--- config.mk ---
export PLATFORM = sky130hd
export DESIGN_NAME = iobpr_device_flat
export DESIGN_NICKNAME = d
export VERILOG_FILES = /design/src/iobpr_pkg.sv /design/src/iobpr_bus_if.sv /design/src/iobpr_device.sv /design/src/flat_wrapper.sv
export VERILOG_INCLUDE_DIRS = /design/src
export SDC_FILE = /design/constraint.sdc
export NUM_CORES = 1
export LEC_CHECK = 0
export BUFFER_PORTS_ARGS = -buffer_cell sky130_fd_sc_hd__buf_2
export CAP_MARGIN = 20
export CORE_ASPECT_RATIO = 0.7
export CORE_MARGIN = 1.5
export CORE_UTILIZATION = 30
export DETAILED_ROUTE_END_ITERATION = 8
export PLACE_DENSITY_LB_ADDON = 0.1
export SLEW_MARGIN = 20
export SYNTH_ARGS = -nofsm -noshare
export SYNTH_HDL_FRONTEND = slang
export SYNTH_SLANG_ARGS = --single-unit
--- constraint.sdc ---
create_clock -name clk_i -period 1.3 [get_ports clk_i]
set_input_delay 0.065 -clock clk_i [delete_from_list [all_inputs] [get_ports clk_i]]
set_output_delay 0.065 -clock clk_i [all_outputs]
set_load 0.1 [all_outputs]
--- src/iobpr_params.svh ---
// constants for the i/o bus priority request logic
`ifndef IOBPR_PARAMS_SVH
`define IOBPR_PARAMS_SVH
`define IOBPR_LEVELS 4
`define IOBPR_ADDR_W 15
`define IOBPR_ADDR_RESET 15'h0000
`define IOBPR_ADD_CYCLES 2'h3
`endif

--- src/iobpr_pkg.sv ---
// types shared by both ends of the i/o bus priority request logic
`default_nettype none
package iobpr_pkg;
    typedef enum logic [1:0] {
        IOBPR_XFER_MULTI,
        IOBPR_XFER_ONE_IN,
        IOBPR_XFER_ONE_OUT
    } iobpr_xfer_t;
    typedef enum logic [1:0] {
        IOBPR_CH_IDLE,
        IOBPR_CH_WAIT,
        IOBPR_CH_GRANTED
    } iobpr_ch_state_t;
endpackage
`default_nettype wire

--- src/iobpr_bus_if.sv ---
// bus between one peripheral and the host i/o processor
`timescale 1ns/1ps
`default_nettype none
`include "iobpr_params.svh"
interface iobpr_bus_if;
    logic io_sync;
    logic [`IOBPR_LEVELS-1:0] level_request_n;
    logic [`IOBPR_LEVELS-1:0] level_grant;
    logic [`IOBPR_LEVELS-1:0] level_chain_enable;
    logic [`IOBPR_LEVELS-1:0] level_enable_out;
    logic channel_enable_in;
    logic channel_enable_out;
    logic channel_request_n;
    logic one_cycle_request_n;
    logic channel_grant;
    logic add_overflow;
    logic [`IOBPR_ADDR_W-1:0] bus_addr;
    logic bus_addr_oe;
    modport device (
        input io_sync, level_grant, level_chain_enable, channel_enable_in, channel_grant, add_overflow,
        output level_request_n, level_enable_out, channel_enable_out, channel_request_n,
        output one_cycle_request_n, bus_addr, bus_addr_oe
    );
    modport host (
        output io_sync, level_grant, level_chain_enable, channel_enable_in, channel_grant, add_overflow,
        input level_request_n, channel_request_n, one_cycle_request_n, bus_addr, bus_addr_oe
    );
endinterface
`default_nettype wire

--- src/iobpr_device.sv ---
// peripheral end: level requests, channel request, chains and address drive
// ---------------------------------------------------------------
// ---------------------------------------------------------------
`timescale 1ns/1ps
`default_nettype none
`include "iobpr_params.svh"
module iobpr_device (
    // clock and reset
    input wire logic clk_i,
    input wire logic srst_i,
    // bus
    iobpr_bus_if.device bus,
    // level interrupt user side
    input wire logic [`IOBPR_LEVELS-1:0] level_want_i,
    input wire logic [`IOBPR_ADDR_W-1:0] trap_addr0_i,
    input wire logic [`IOBPR_ADDR_W-1:0] trap_addr1_i,
    input wire logic [`IOBPR_ADDR_W-1:0] trap_addr2_i,
    input wire logic [`IOBPR_ADDR_W-1:0] trap_addr3_i,
    output logic [`IOBPR_LEVELS-1:0] level_pending_o,
    output logic [`IOBPR_LEVELS-1:0] level_served_o,
    // channel user side
    input wire logic channel_want_i,
    input wire iobpr_pkg::iobpr_xfer_t channel_kind_i,
    input wire logic [`IOBPR_ADDR_W-1:0] word_count_addr_i,
    input wire logic [`IOBPR_ADDR_W-1:0] mem_addr_i,
    output logic channel_busy_o,
    output logic channel_served_o,
    // add-to-memory result
    output logic add_error_o
);
    // ---------------------------------------------------------------
    // registered state
    // ---------------------------------------------------------------
    // all state of the peripheral end in one word
    typedef struct packed {
        logic [`IOBPR_LEVELS-1:0] lreq; // posted level requests
        logic [`IOBPR_LEVELS-1:0] lserved;
        iobpr_pkg::iobpr_ch_state_t ch;
        iobpr_pkg::iobpr_xfer_t kind; // transfer class latched at post
        logic cserved;
        logic busy; // channel machine away from idle
        logic add_err;
    } iobpr_dev_state_t;
    iobpr_dev_state_t st_reg;
    iobpr_dev_state_t st_next;

    // ---------------------------------------------------------------
    // helpers
    // ---------------------------------------------------------------
    // lowest granted level index, level 0 being the highest
    function automatic logic [1:0] lvl_pick(input logic [`IOBPR_LEVELS-1:0] m);
        if (m[0]) begin
            lvl_pick = 2'h0;
        end else if (m[1]) begin
            lvl_pick = 2'h1;
        end else if (m[2]) begin
            lvl_pick = 2'h2;
        end else begin
            lvl_pick = 2'h3;
        end
    endfunction

    // picks the trap address of one level
    function automatic logic [`IOBPR_ADDR_W-1:0] trap_of(input logic [1:0] lvl,
        input logic [`IOBPR_ADDR_W-1:0] a0, input logic [`IOBPR_ADDR_W-1:0] a1,
        input logic [`IOBPR_ADDR_W-1:0] a2, input logic [`IOBPR_ADDR_W-1:0] a3);
        case (lvl)
            2'h0: trap_of = a0;
            2'h1: trap_of = a1;
            2'h2: trap_of = a2;
            default: trap_of = a3;
        endcase
    endfunction

    // word-count address for multi-cycle work, memory address for one-cycle work
    function automatic logic [`IOBPR_ADDR_W-1:0] chan_addr(input iobpr_pkg::iobpr_xfer_t k,
        input logic [`IOBPR_ADDR_W-1:0] wc, input logic [`IOBPR_ADDR_W-1:0] ma);
        if (k == iobpr_pkg::IOBPR_XFER_MULTI) begin
            chan_addr = wc; // three-cycle class
        end else begin
            chan_addr = ma; // one-cycle class
        end
    endfunction

    // ---------------------------------------------------------------
    // request state
    // ---------------------------------------------------------------
    always_comb begin
        st_next = st_reg;
        // served pulses last one cycle
        st_next.lserved = '0;
        st_next.cserved = 1'b0;
        // level requests, one per priority level
        for (int i = 0; i < `IOBPR_LEVELS; i++) begin
            if (st_reg.lreq[i] && bus.level_grant[i]) begin
                st_next.lreq[i] = 1'b0; // withdraw on grant
                st_next.lserved[i] = 1'b1;
            end else if (!st_reg.lreq[i] && level_want_i[i] && bus.io_sync && bus.level_chain_enable[i]) begin
                st_next.lreq[i] = 1'b1; // only at sync, only with enable
            end else if (!bus.level_chain_enable[i] && !bus.level_grant[i]) begin
                st_next.lreq[i] = 1'b0; // upstream holder clears us
            end
        end
        // channel request machine
        case (st_reg.ch)
            // post only while the chain enable reaches us
            iobpr_pkg::IOBPR_CH_IDLE: begin
                if (channel_want_i && bus.channel_enable_in) begin
                    st_next.ch = iobpr_pkg::IOBPR_CH_WAIT;
                    st_next.kind = channel_kind_i;
                end
            end
            // requests stand until the grant is seen
            iobpr_pkg::IOBPR_CH_WAIT: begin
                if (bus.channel_grant) begin
                    st_next.ch = iobpr_pkg::IOBPR_CH_GRANTED;
                end
            end
            // grant seen: wait for it to fall, then report
            iobpr_pkg::IOBPR_CH_GRANTED: begin
                if (!bus.channel_grant) begin
                    st_next.ch = iobpr_pkg::IOBPR_CH_IDLE;
                    st_next.cserved = 1'b1;
                end
            end
            default: st_next.ch = iobpr_pkg::IOBPR_CH_IDLE;
        endcase
        // overflow sticks until a new channel request starts
        if (bus.add_overflow) begin
            st_next.add_err = 1'b1;
        end else if (st_reg.ch == iobpr_pkg::IOBPR_CH_IDLE && st_next.ch == iobpr_pkg::IOBPR_CH_WAIT) begin
            st_next.add_err = 1'b0;
        end
        // busy flag registered so the user output comes from a flop
        st_next.busy = (st_next.ch != iobpr_pkg::IOBPR_CH_IDLE);
        // reset overrides every update above
        if (srst_i) begin
            st_next = '0;
        end
    end

    // state register
    always_ff @(posedge clk_i) begin
        st_reg <= st_next;
    end

    // ---------------------------------------------------------------
    // bus drive
    // ---------------------------------------------------------------
    logic ch_req;
    logic ch_gnt;
    logic [`IOBPR_LEVELS-1:0] lgr;
    // request posted and grant seen on the same line
    assign ch_req = (st_reg.ch == iobpr_pkg::IOBPR_CH_WAIT);
    assign ch_gnt = ch_req && bus.channel_grant; // grant answers our standing request
    assign lgr = st_reg.lreq & bus.level_grant;

    // level lines: request low while posted, chain cut below us
    assign bus.level_request_n = ~st_reg.lreq; // active low
    assign bus.level_enable_out = bus.level_chain_enable & ~st_reg.lreq;

    // channel lines: chain cut at once, request pair encodes the class
    assign bus.channel_enable_out = bus.channel_enable_in & ~ch_req;
    assign bus.channel_request_n = ~(ch_req && st_reg.kind != iobpr_pkg::IOBPR_XFER_ONE_OUT);
    assign bus.one_cycle_request_n = ~(ch_req && st_reg.kind != iobpr_pkg::IOBPR_XFER_MULTI);

    // ---------------------------------------------------------------
    // address drive
    // ---------------------------------------------------------------
    // address onto the bus while granted; host never grants two at once
    always_comb begin
        bus.bus_addr = `IOBPR_ADDR_RESET;
        bus.bus_addr_oe = 1'b0;
        if (lgr != '0) begin
            bus.bus_addr_oe = 1'b1;
            bus.bus_addr = trap_of(lvl_pick(lgr), trap_addr0_i, trap_addr1_i, trap_addr2_i, trap_addr3_i);
        end else if (ch_gnt) begin
            // driven for as long as the grant stands, which the host holds one cycle
            bus.bus_addr_oe = 1'b1;
            bus.bus_addr = chan_addr(st_reg.kind, word_count_addr_i, mem_addr_i);
        end
    end

    // ---------------------------------------------------------------
    // user outputs
    // ---------------------------------------------------------------
    // every user output is a field of the state register
    assign level_pending_o = st_reg.lreq;
    assign level_served_o = st_reg.lserved;
    assign channel_busy_o = st_reg.busy;
    assign channel_served_o = st_reg.cserved;
    assign add_error_o = st_reg.add_err;
endmodule
`default_nettype wire

--- src/flat_wrapper.sv ---
// flat-port wrapper written by rule: the top's interface ports become plain ports
module iobpr_device_flat 
  (clk_i, srst_i, level_want_i, trap_addr0_i, trap_addr1_i, trap_addr2_i, trap_addr3_i, level_pending_o, level_served_o, channel_want_i, channel_kind_i, word_count_addr_i, mem_addr_i, channel_busy_o, channel_served_o, add_error_o, bus_io_sync, bus_level_grant, bus_level_chain_enable, bus_channel_enable_in, bus_channel_grant, bus_add_overflow, bus_level_request_n, bus_level_enable_out, bus_channel_enable_out, bus_channel_request_n, bus_one_cycle_request_n, bus_bus_addr, bus_bus_addr_oe);
  iobpr_bus_if bus_i ();
  input wire logic clk_i;
  input wire logic srst_i;
  input wire logic [`IOBPR_LEVELS-1:0] level_want_i;
  input wire logic [`IOBPR_ADDR_W-1:0] trap_addr0_i;
  input wire logic [`IOBPR_ADDR_W-1:0] trap_addr1_i;
  input wire logic [`IOBPR_ADDR_W-1:0] trap_addr2_i;
  input wire logic [`IOBPR_ADDR_W-1:0] trap_addr3_i;
  output logic [`IOBPR_LEVELS-1:0] level_pending_o;
  output logic [`IOBPR_LEVELS-1:0] level_served_o;
  input wire logic channel_want_i;
  input wire iobpr_pkg::iobpr_xfer_t channel_kind_i;
  input wire logic [`IOBPR_ADDR_W-1:0] word_count_addr_i;
  input wire logic [`IOBPR_ADDR_W-1:0] mem_addr_i;
  output logic channel_busy_o;
  output logic channel_served_o;
  output logic add_error_o;
  input wire logic [$bits(bus_i.io_sync)-1:0] bus_io_sync;
  input wire logic [$bits(bus_i.level_grant)-1:0] bus_level_grant;
  input wire logic [$bits(bus_i.level_chain_enable)-1:0] bus_level_chain_enable;
  input wire logic [$bits(bus_i.channel_enable_in)-1:0] bus_channel_enable_in;
  input wire logic [$bits(bus_i.channel_grant)-1:0] bus_channel_grant;
  input wire logic [$bits(bus_i.add_overflow)-1:0] bus_add_overflow;
  output wire logic [$bits(bus_i.level_request_n)-1:0] bus_level_request_n;
  output wire logic [$bits(bus_i.level_enable_out)-1:0] bus_level_enable_out;
  output wire logic [$bits(bus_i.channel_enable_out)-1:0] bus_channel_enable_out;
  output wire logic [$bits(bus_i.channel_request_n)-1:0] bus_channel_request_n;
  output wire logic [$bits(bus_i.one_cycle_request_n)-1:0] bus_one_cycle_request_n;
  output wire logic [$bits(bus_i.bus_addr)-1:0] bus_bus_addr;
  output wire logic [$bits(bus_i.bus_addr_oe)-1:0] bus_bus_addr_oe;
  assign bus_i.io_sync = bus_io_sync;
  assign bus_i.level_grant = bus_level_grant;
  assign bus_i.level_chain_enable = bus_level_chain_enable;
  assign bus_i.channel_enable_in = bus_channel_enable_in;
  assign bus_i.channel_grant = bus_channel_grant;
  assign bus_i.add_overflow = bus_add_overflow;
  assign bus_level_request_n = bus_i.level_request_n;
  assign bus_level_enable_out = bus_i.level_enable_out;
  assign bus_channel_enable_out = bus_i.channel_enable_out;
  assign bus_channel_request_n = bus_i.channel_request_n;
  assign bus_one_cycle_request_n = bus_i.one_cycle_request_n;
  assign bus_bus_addr = bus_i.bus_addr;
  assign bus_bus_addr_oe = bus_i.bus_addr_oe;
  iobpr_device u_core (.clk_i(clk_i), .srst_i(srst_i), .bus(bus_i), .level_want_i(level_want_i), .trap_addr0_i(trap_addr0_i), .trap_addr1_i(trap_addr1_i), .trap_addr2_i(trap_addr2_i), .trap_addr3_i(trap_addr3_i), .level_pending_o(level_pending_o), .level_served_o(level_served_o), .channel_want_i(channel_want_i), .channel_kind_i(channel_kind_i), .word_count_addr_i(word_count_addr_i), .mem_addr_i(mem_addr_i), .channel_busy_o(channel_busy_o), .channel_served_o(channel_served_o), .add_error_o(add_error_o));
endmodule
==> Yosys cells after proc, flatten, opt, wreduce, memory -nomap -nowiden <==
Index checks and enable logic that the tools add are counted.
{ "totals": {"wordCells": 107, "in_bits": 111, "ff_bits": 15} }
{ "op_classes": {"mux": 29, "reduce_logical": 54, "bitwise": 8, "eq_ne": 6} }
{ "op_table": {"columns": ["cell", "n"], "rows": [
  ["$mux W15", 3],
  ["$pmux W15 S3", 1],
  ["$logic_and A1 B1 Y1", 25],
  ["$mux W1", 18],
  ["$reduce_bool A2 Y1", 7],
  ["$logic_not A1 Y1", 12],
  ["$mux W2", 5],
  ["$reduce_or A2 Y1", 5],
  ["$and A4 B4 Y4", 2],
  ["$eq A2 B1 Y1 const B", 3],
  ["$logic_not A2 Y1", 3],
  ["$pmux W2 S3", 1],
  ["$eq A2 B2 Y1 const B", 2],
  ["$mux W4", 1],
  ["$not A1 Y1", 4],
  ["$not A4 Y4", 1],
  ["$reduce_bool A4 Y1", 1],
  ["$ne A2 B2 Y1 const B", 1],
  ["$reduce_and A2 Y1", 1],
  ["$and A1 B1 Y1", 1]
]} }

==> Longest topological paths before layout <==
{ "logic_depth": {"ltp_word": 8, "ltp_mapped": 6, "mapped_depth_nobuf": 4} }

==> Worst setup path after synthesis <==
OpenSTA, ideal clock, no wires.
{ "synth_timing": {"path_type": "reg2out", "startpoint": "register u_core.st_reg, in the netlist u_core.level_pending_o[3]", "endpoint": "output port bus_bus_addr[13]", "arrival_time_ps": 2556, "path_stages_with_launch": 6, "required_ps": 1235, "setup_slack_ps": -1321, "n_path_buf": 2, "path_cell_list": "dfxtp_1 and2_1 buf_2 or3_1 buf_2 o22ai_1"} }
{ "synth_via": {"elab_chain_cells": 3} }
{ "synth_rtl": {"columns": ["element", "line_no", "rtl"], "rows": [
  ["start: declaration", "iobpr_device.sv:44", "iobpr_dev_state_t st_reg;"],
  ["start signal: assignment", "iobpr_device.sv:144", "st_reg <= st_next;"],
  ["$and A4 B4 Y4", "iobpr_device.sv:156", "assign lgr = st_reg.lreq & bus.level_grant;"],
  ["$reduce_bool A4 Y1", "iobpr_device.sv:174", "if (lgr != '0) begin"],
  ["$mux W15", "iobpr_device.sv:174", null],
  ["end: declaration", "flat_wrapper.sv:32", "output wire logic [$bits(bus_i.bus_addr)-1:0] bus_bus_addr;"]
]} }
No other way between the ends.

==> Worst setup path after layout <==
{ "layout_timing": {"startpoint": "register u_core.st_reg[6] in the netlist's numbering", "endpoint": "output port bus_bus_addr[7]"} }
{ "layout_via": {"elab_chain_cells": 4} }
{ "layout_rtl": {"columns": ["element", "line_no", "rtl"], "rows": [
  ["$eq A2 B1 Y1", "iobpr_device.sv:154", "assign ch_req = (st_reg.ch == iobpr_pkg::IOBPR_CH_WAIT);"],
  ["$logic_and A1 B1 Y1", "iobpr_device.sv:155", "assign ch_gnt = ch_req && bus.channel_grant;"],
  ["$mux W15", "iobpr_device.sv:177", "end else if (ch_gnt) begin"],
  ["$mux W15", "iobpr_device.sv:174", null]
]} }
No other way between the ends.

==> results.txt <==
Logic gate share of total power: 61.9%
Fin. max-slew vios: 0
Commonest non-fill, non-tap cell in the layout: buf_2
Final Cycle Share: 136%
CP Depth: 6
Wire length on met3: 459 um
GRT Residual Overflow: 0
DRT iter0 DRCs: 57
Final setup violation count: 17
Starting density of the core: 32.2%
Hold buffer count at CTS: 0
Failing checks: DRC, setup timing
Routed Wire Length: 6040 um
Psw: 1.01 mW
Worst Setup Slack, final: -0.465 ns
GR Util All Layers: 22.5%
Tmin final: 1.77 ns
Largest net degree at the start of global routing: 18
Slew margin rel.: 67.1%
Antenna viol nets, final: 0
Yosys reg bits: 15
Layout Skew: 0.000999 ns
Net Sw Frac: 44.6%
Slew @ Worst Pin: 0.496 ns
Dpl ws: -0.267 ns
H-tree levels: 1
Initial antenna violation count: 0
Clk_lat worst skew: 0.24 ns
CP endpoint kind: primary output
Top sig layer: met4
First-pass GRT wire length: 9110 um
I/O Buffers: 148
Largest family of logic cells by synthesized area: compound AO/OA/AOI/OAI gates
Die Wd: 85.6 um
Clock-pin slew on the worst setup and hold paths: 0.06 ns
HP Class: in2reg
Die height: 60.8 um
Adder-Cell Fraction of Synth Area: 0%
CP Max Fanout: 6
Critical Path RT: 1.24 ns
CTS tree: done
Critical path's slowest cell: or3_4
Final Hold Fails: 0
Met1 Wirelength: 2370 um
Mapped Cells: 185
Diodes inserted: 0
Max Cap Viol: 0
Ports: 149
Slowest Stage Delay on Critical Path: 0.35 ns
Layout Nets: 450
GPL Wtd Cong: 0.781
Maximum clock insertion buffer count: 2
DRT Pass-1 Iters: 6
Vias/cell: 5.16
Xor and xnor area share after synthesis: 0.611%
CP top delay family: simple AND/OR/NAND/NOR gates
RSZ-0062 raised after global routing: true
Yosys Warn Count: 0
Power per cell area: 717 nW/um^2
# DRC: 7
Seq pwr share: 21.5%
Crit path DAT: 1.70 ns
Worst vdd ir: 0.000483 V
Share of the yosys chip area belonging to registers: 20.9%
Synthesized area: 1430 sq um
Top FF cell, synth: dfxtp_1
Hold path cells: 2
CTS Sinks: 15
# fillers: 363
Setup crit start kind: register
Most frequent cells in the layout: buf_2, buf_12, mux2i_1
Multiplexer share of the synthesized area: 11.9%
End-of-flow core utilization: 70.6%
Unique masters post-synth: 33
Layout cells sized above 1: 69.2%
Avg Synthesized Cell Area: 7.75 sq um
Leak Pwr: 1.52 nW
Clock power share: 16.6%
Area delta synth->final: 119%
Vias in the first global route: 1938
Worst-case reg-to-reg path depth: 5
Cell Int Power: 1.25 mW
Ys async rst share: 0%
Core ar.: 4450 sq um
Syn Nets: 296
Synth Area in Compound Gates: 33.9%
Critical Path, Cell by Cell: and2b_2 > nand2_2 > or3_4 > buf_6 > o22ai_4 > buf_12
Drt wl/cell: 15.4 um
Run status: complete, but fails checks
Root buf cell: clkbuf_8
WS Path Type: reg2out
TritonCTS Buffers: 3
Post-synthesis simple-gate area fraction: 22.3%
Met2 WL post-DR: 3150 um
Vias: 2028
Worst path buffer plus inverter count: 2
Std-Cell Rows: 20
F_max: 567 MHz
Post-synth EDFFs: 0
Hpwl dp: 4800 um
Die area: 5210 sq um
## final cells by class
class / instances / area, sq um / share of cell area (%)
clock buffers: 3 / 41.3 / 1.31
clock inverters: 1 / 5.00 / 0.159
inverters: 6 / 26.3 / 0.835
multi-input cells: 142 / 1300 / 41.4
flip-flops and latches: 15 / 309 / 9.82
well taps: 55 / 68.8 / 2.19
repair buffers: 171 / 1390 / 44.2
## metal layers
metal / GRT usage [%] / vias to the layer above
met4: 3.46 / 0
met2: 42.9 / 94
met5: 0 / -
met3: 5.58 / 6
li1: - / 985
met1: 26.6 / 943
## per-stage QoR
stage	area [sq um]	cells	power [mW]	setup TNS (ns)	hold slack [ns]
final	3150	393	2.25	-6.81	0.0291
after global routing	3150	393	2.34	-7.67	0.0386
after CTS	3090	394	2.26	-7.13	0.0296
after detailed placement	2860	389	1.83	-3.54	0.278
after global placement	2860	389	1.81	-3.45	0.270
after floorplan	1580	185	1.31	-13.69	0.131
## timing repair
action | in CTS | in global routing
endpoints found under the hold margin | 0 | 0
buffers inserted | 2 | 0
pin swaps | 0 | 1
setup endpoints to repair | 19 | 21
gates resized for setup | 36 | 14
## cell usage after synthesis (3+ instances only)
| cell type | n | area share (%) |
|---|---|---|
| dfxtp_1 | 15 | 21 |
| nor2b_1 | 6 | 2.6 |
| o21ai_0 | 17 | 5.9 |
| nor3b_1 | 4 | 2.1 |
| a31oi_1 | 4 | 1.7 |
| o22ai_2 | 10 | 8.7 |
| buf_4 | 8 | 4.2 |
| nand2_1 | 3 | 0.79 |
| buf_2 | 5 | 1.7 |
| a2bb2oi_1 | 14 | 8.6 |
| a21oi_1 | 16 | 5.6 |
| nor2_1 | 13 | 3.4 |
| nand3_1 | 3 | 1.0 |
| mux2i_1 | 17 | 12 |
| o22ai_1 | 4 | 1.7 |
| nor3_1 | 15 | 5.2 |
| inv_1 | 6 | 1.6 |
| clkbuf_1 | 8 | 2.1 |
## final timing paths
kind                      start                       to  slack (ns)
max reg2reg    u_core.st_reg[6]         u_core.st_reg[3]        0.10
min           bus_channel_grant  u_core.channel_served_o        0.03
max            u_core.st_reg[6]          bus_bus_addr[7]       -0.47
min reg2reg  u_core.add_error_o       u_core.add_error_o        0.49
## cell families after synthesis
kind of cell,count (synthesis)
xor+xnor,1
simple gates,56
mux,17
flops,15
buf+inv,28
compound gates,68
## power groups by stage
stage | combinational (mW) | clock [mW] | sequential, mW
6_report | 1.40 | 0.374 | 0.484
5_1_grt | 1.45 | 0.397 | 0.486
4_1_cts | 1.39 | 0.381 | 0.484
3_5_place_dp | 1.33 | 0 | 0.494
3_3_place_gp | 1.32 | 0 | 0.494
2_1_floorplan | 0.770 | 0 | 0.535
Power figures use the tool's default switching activity.
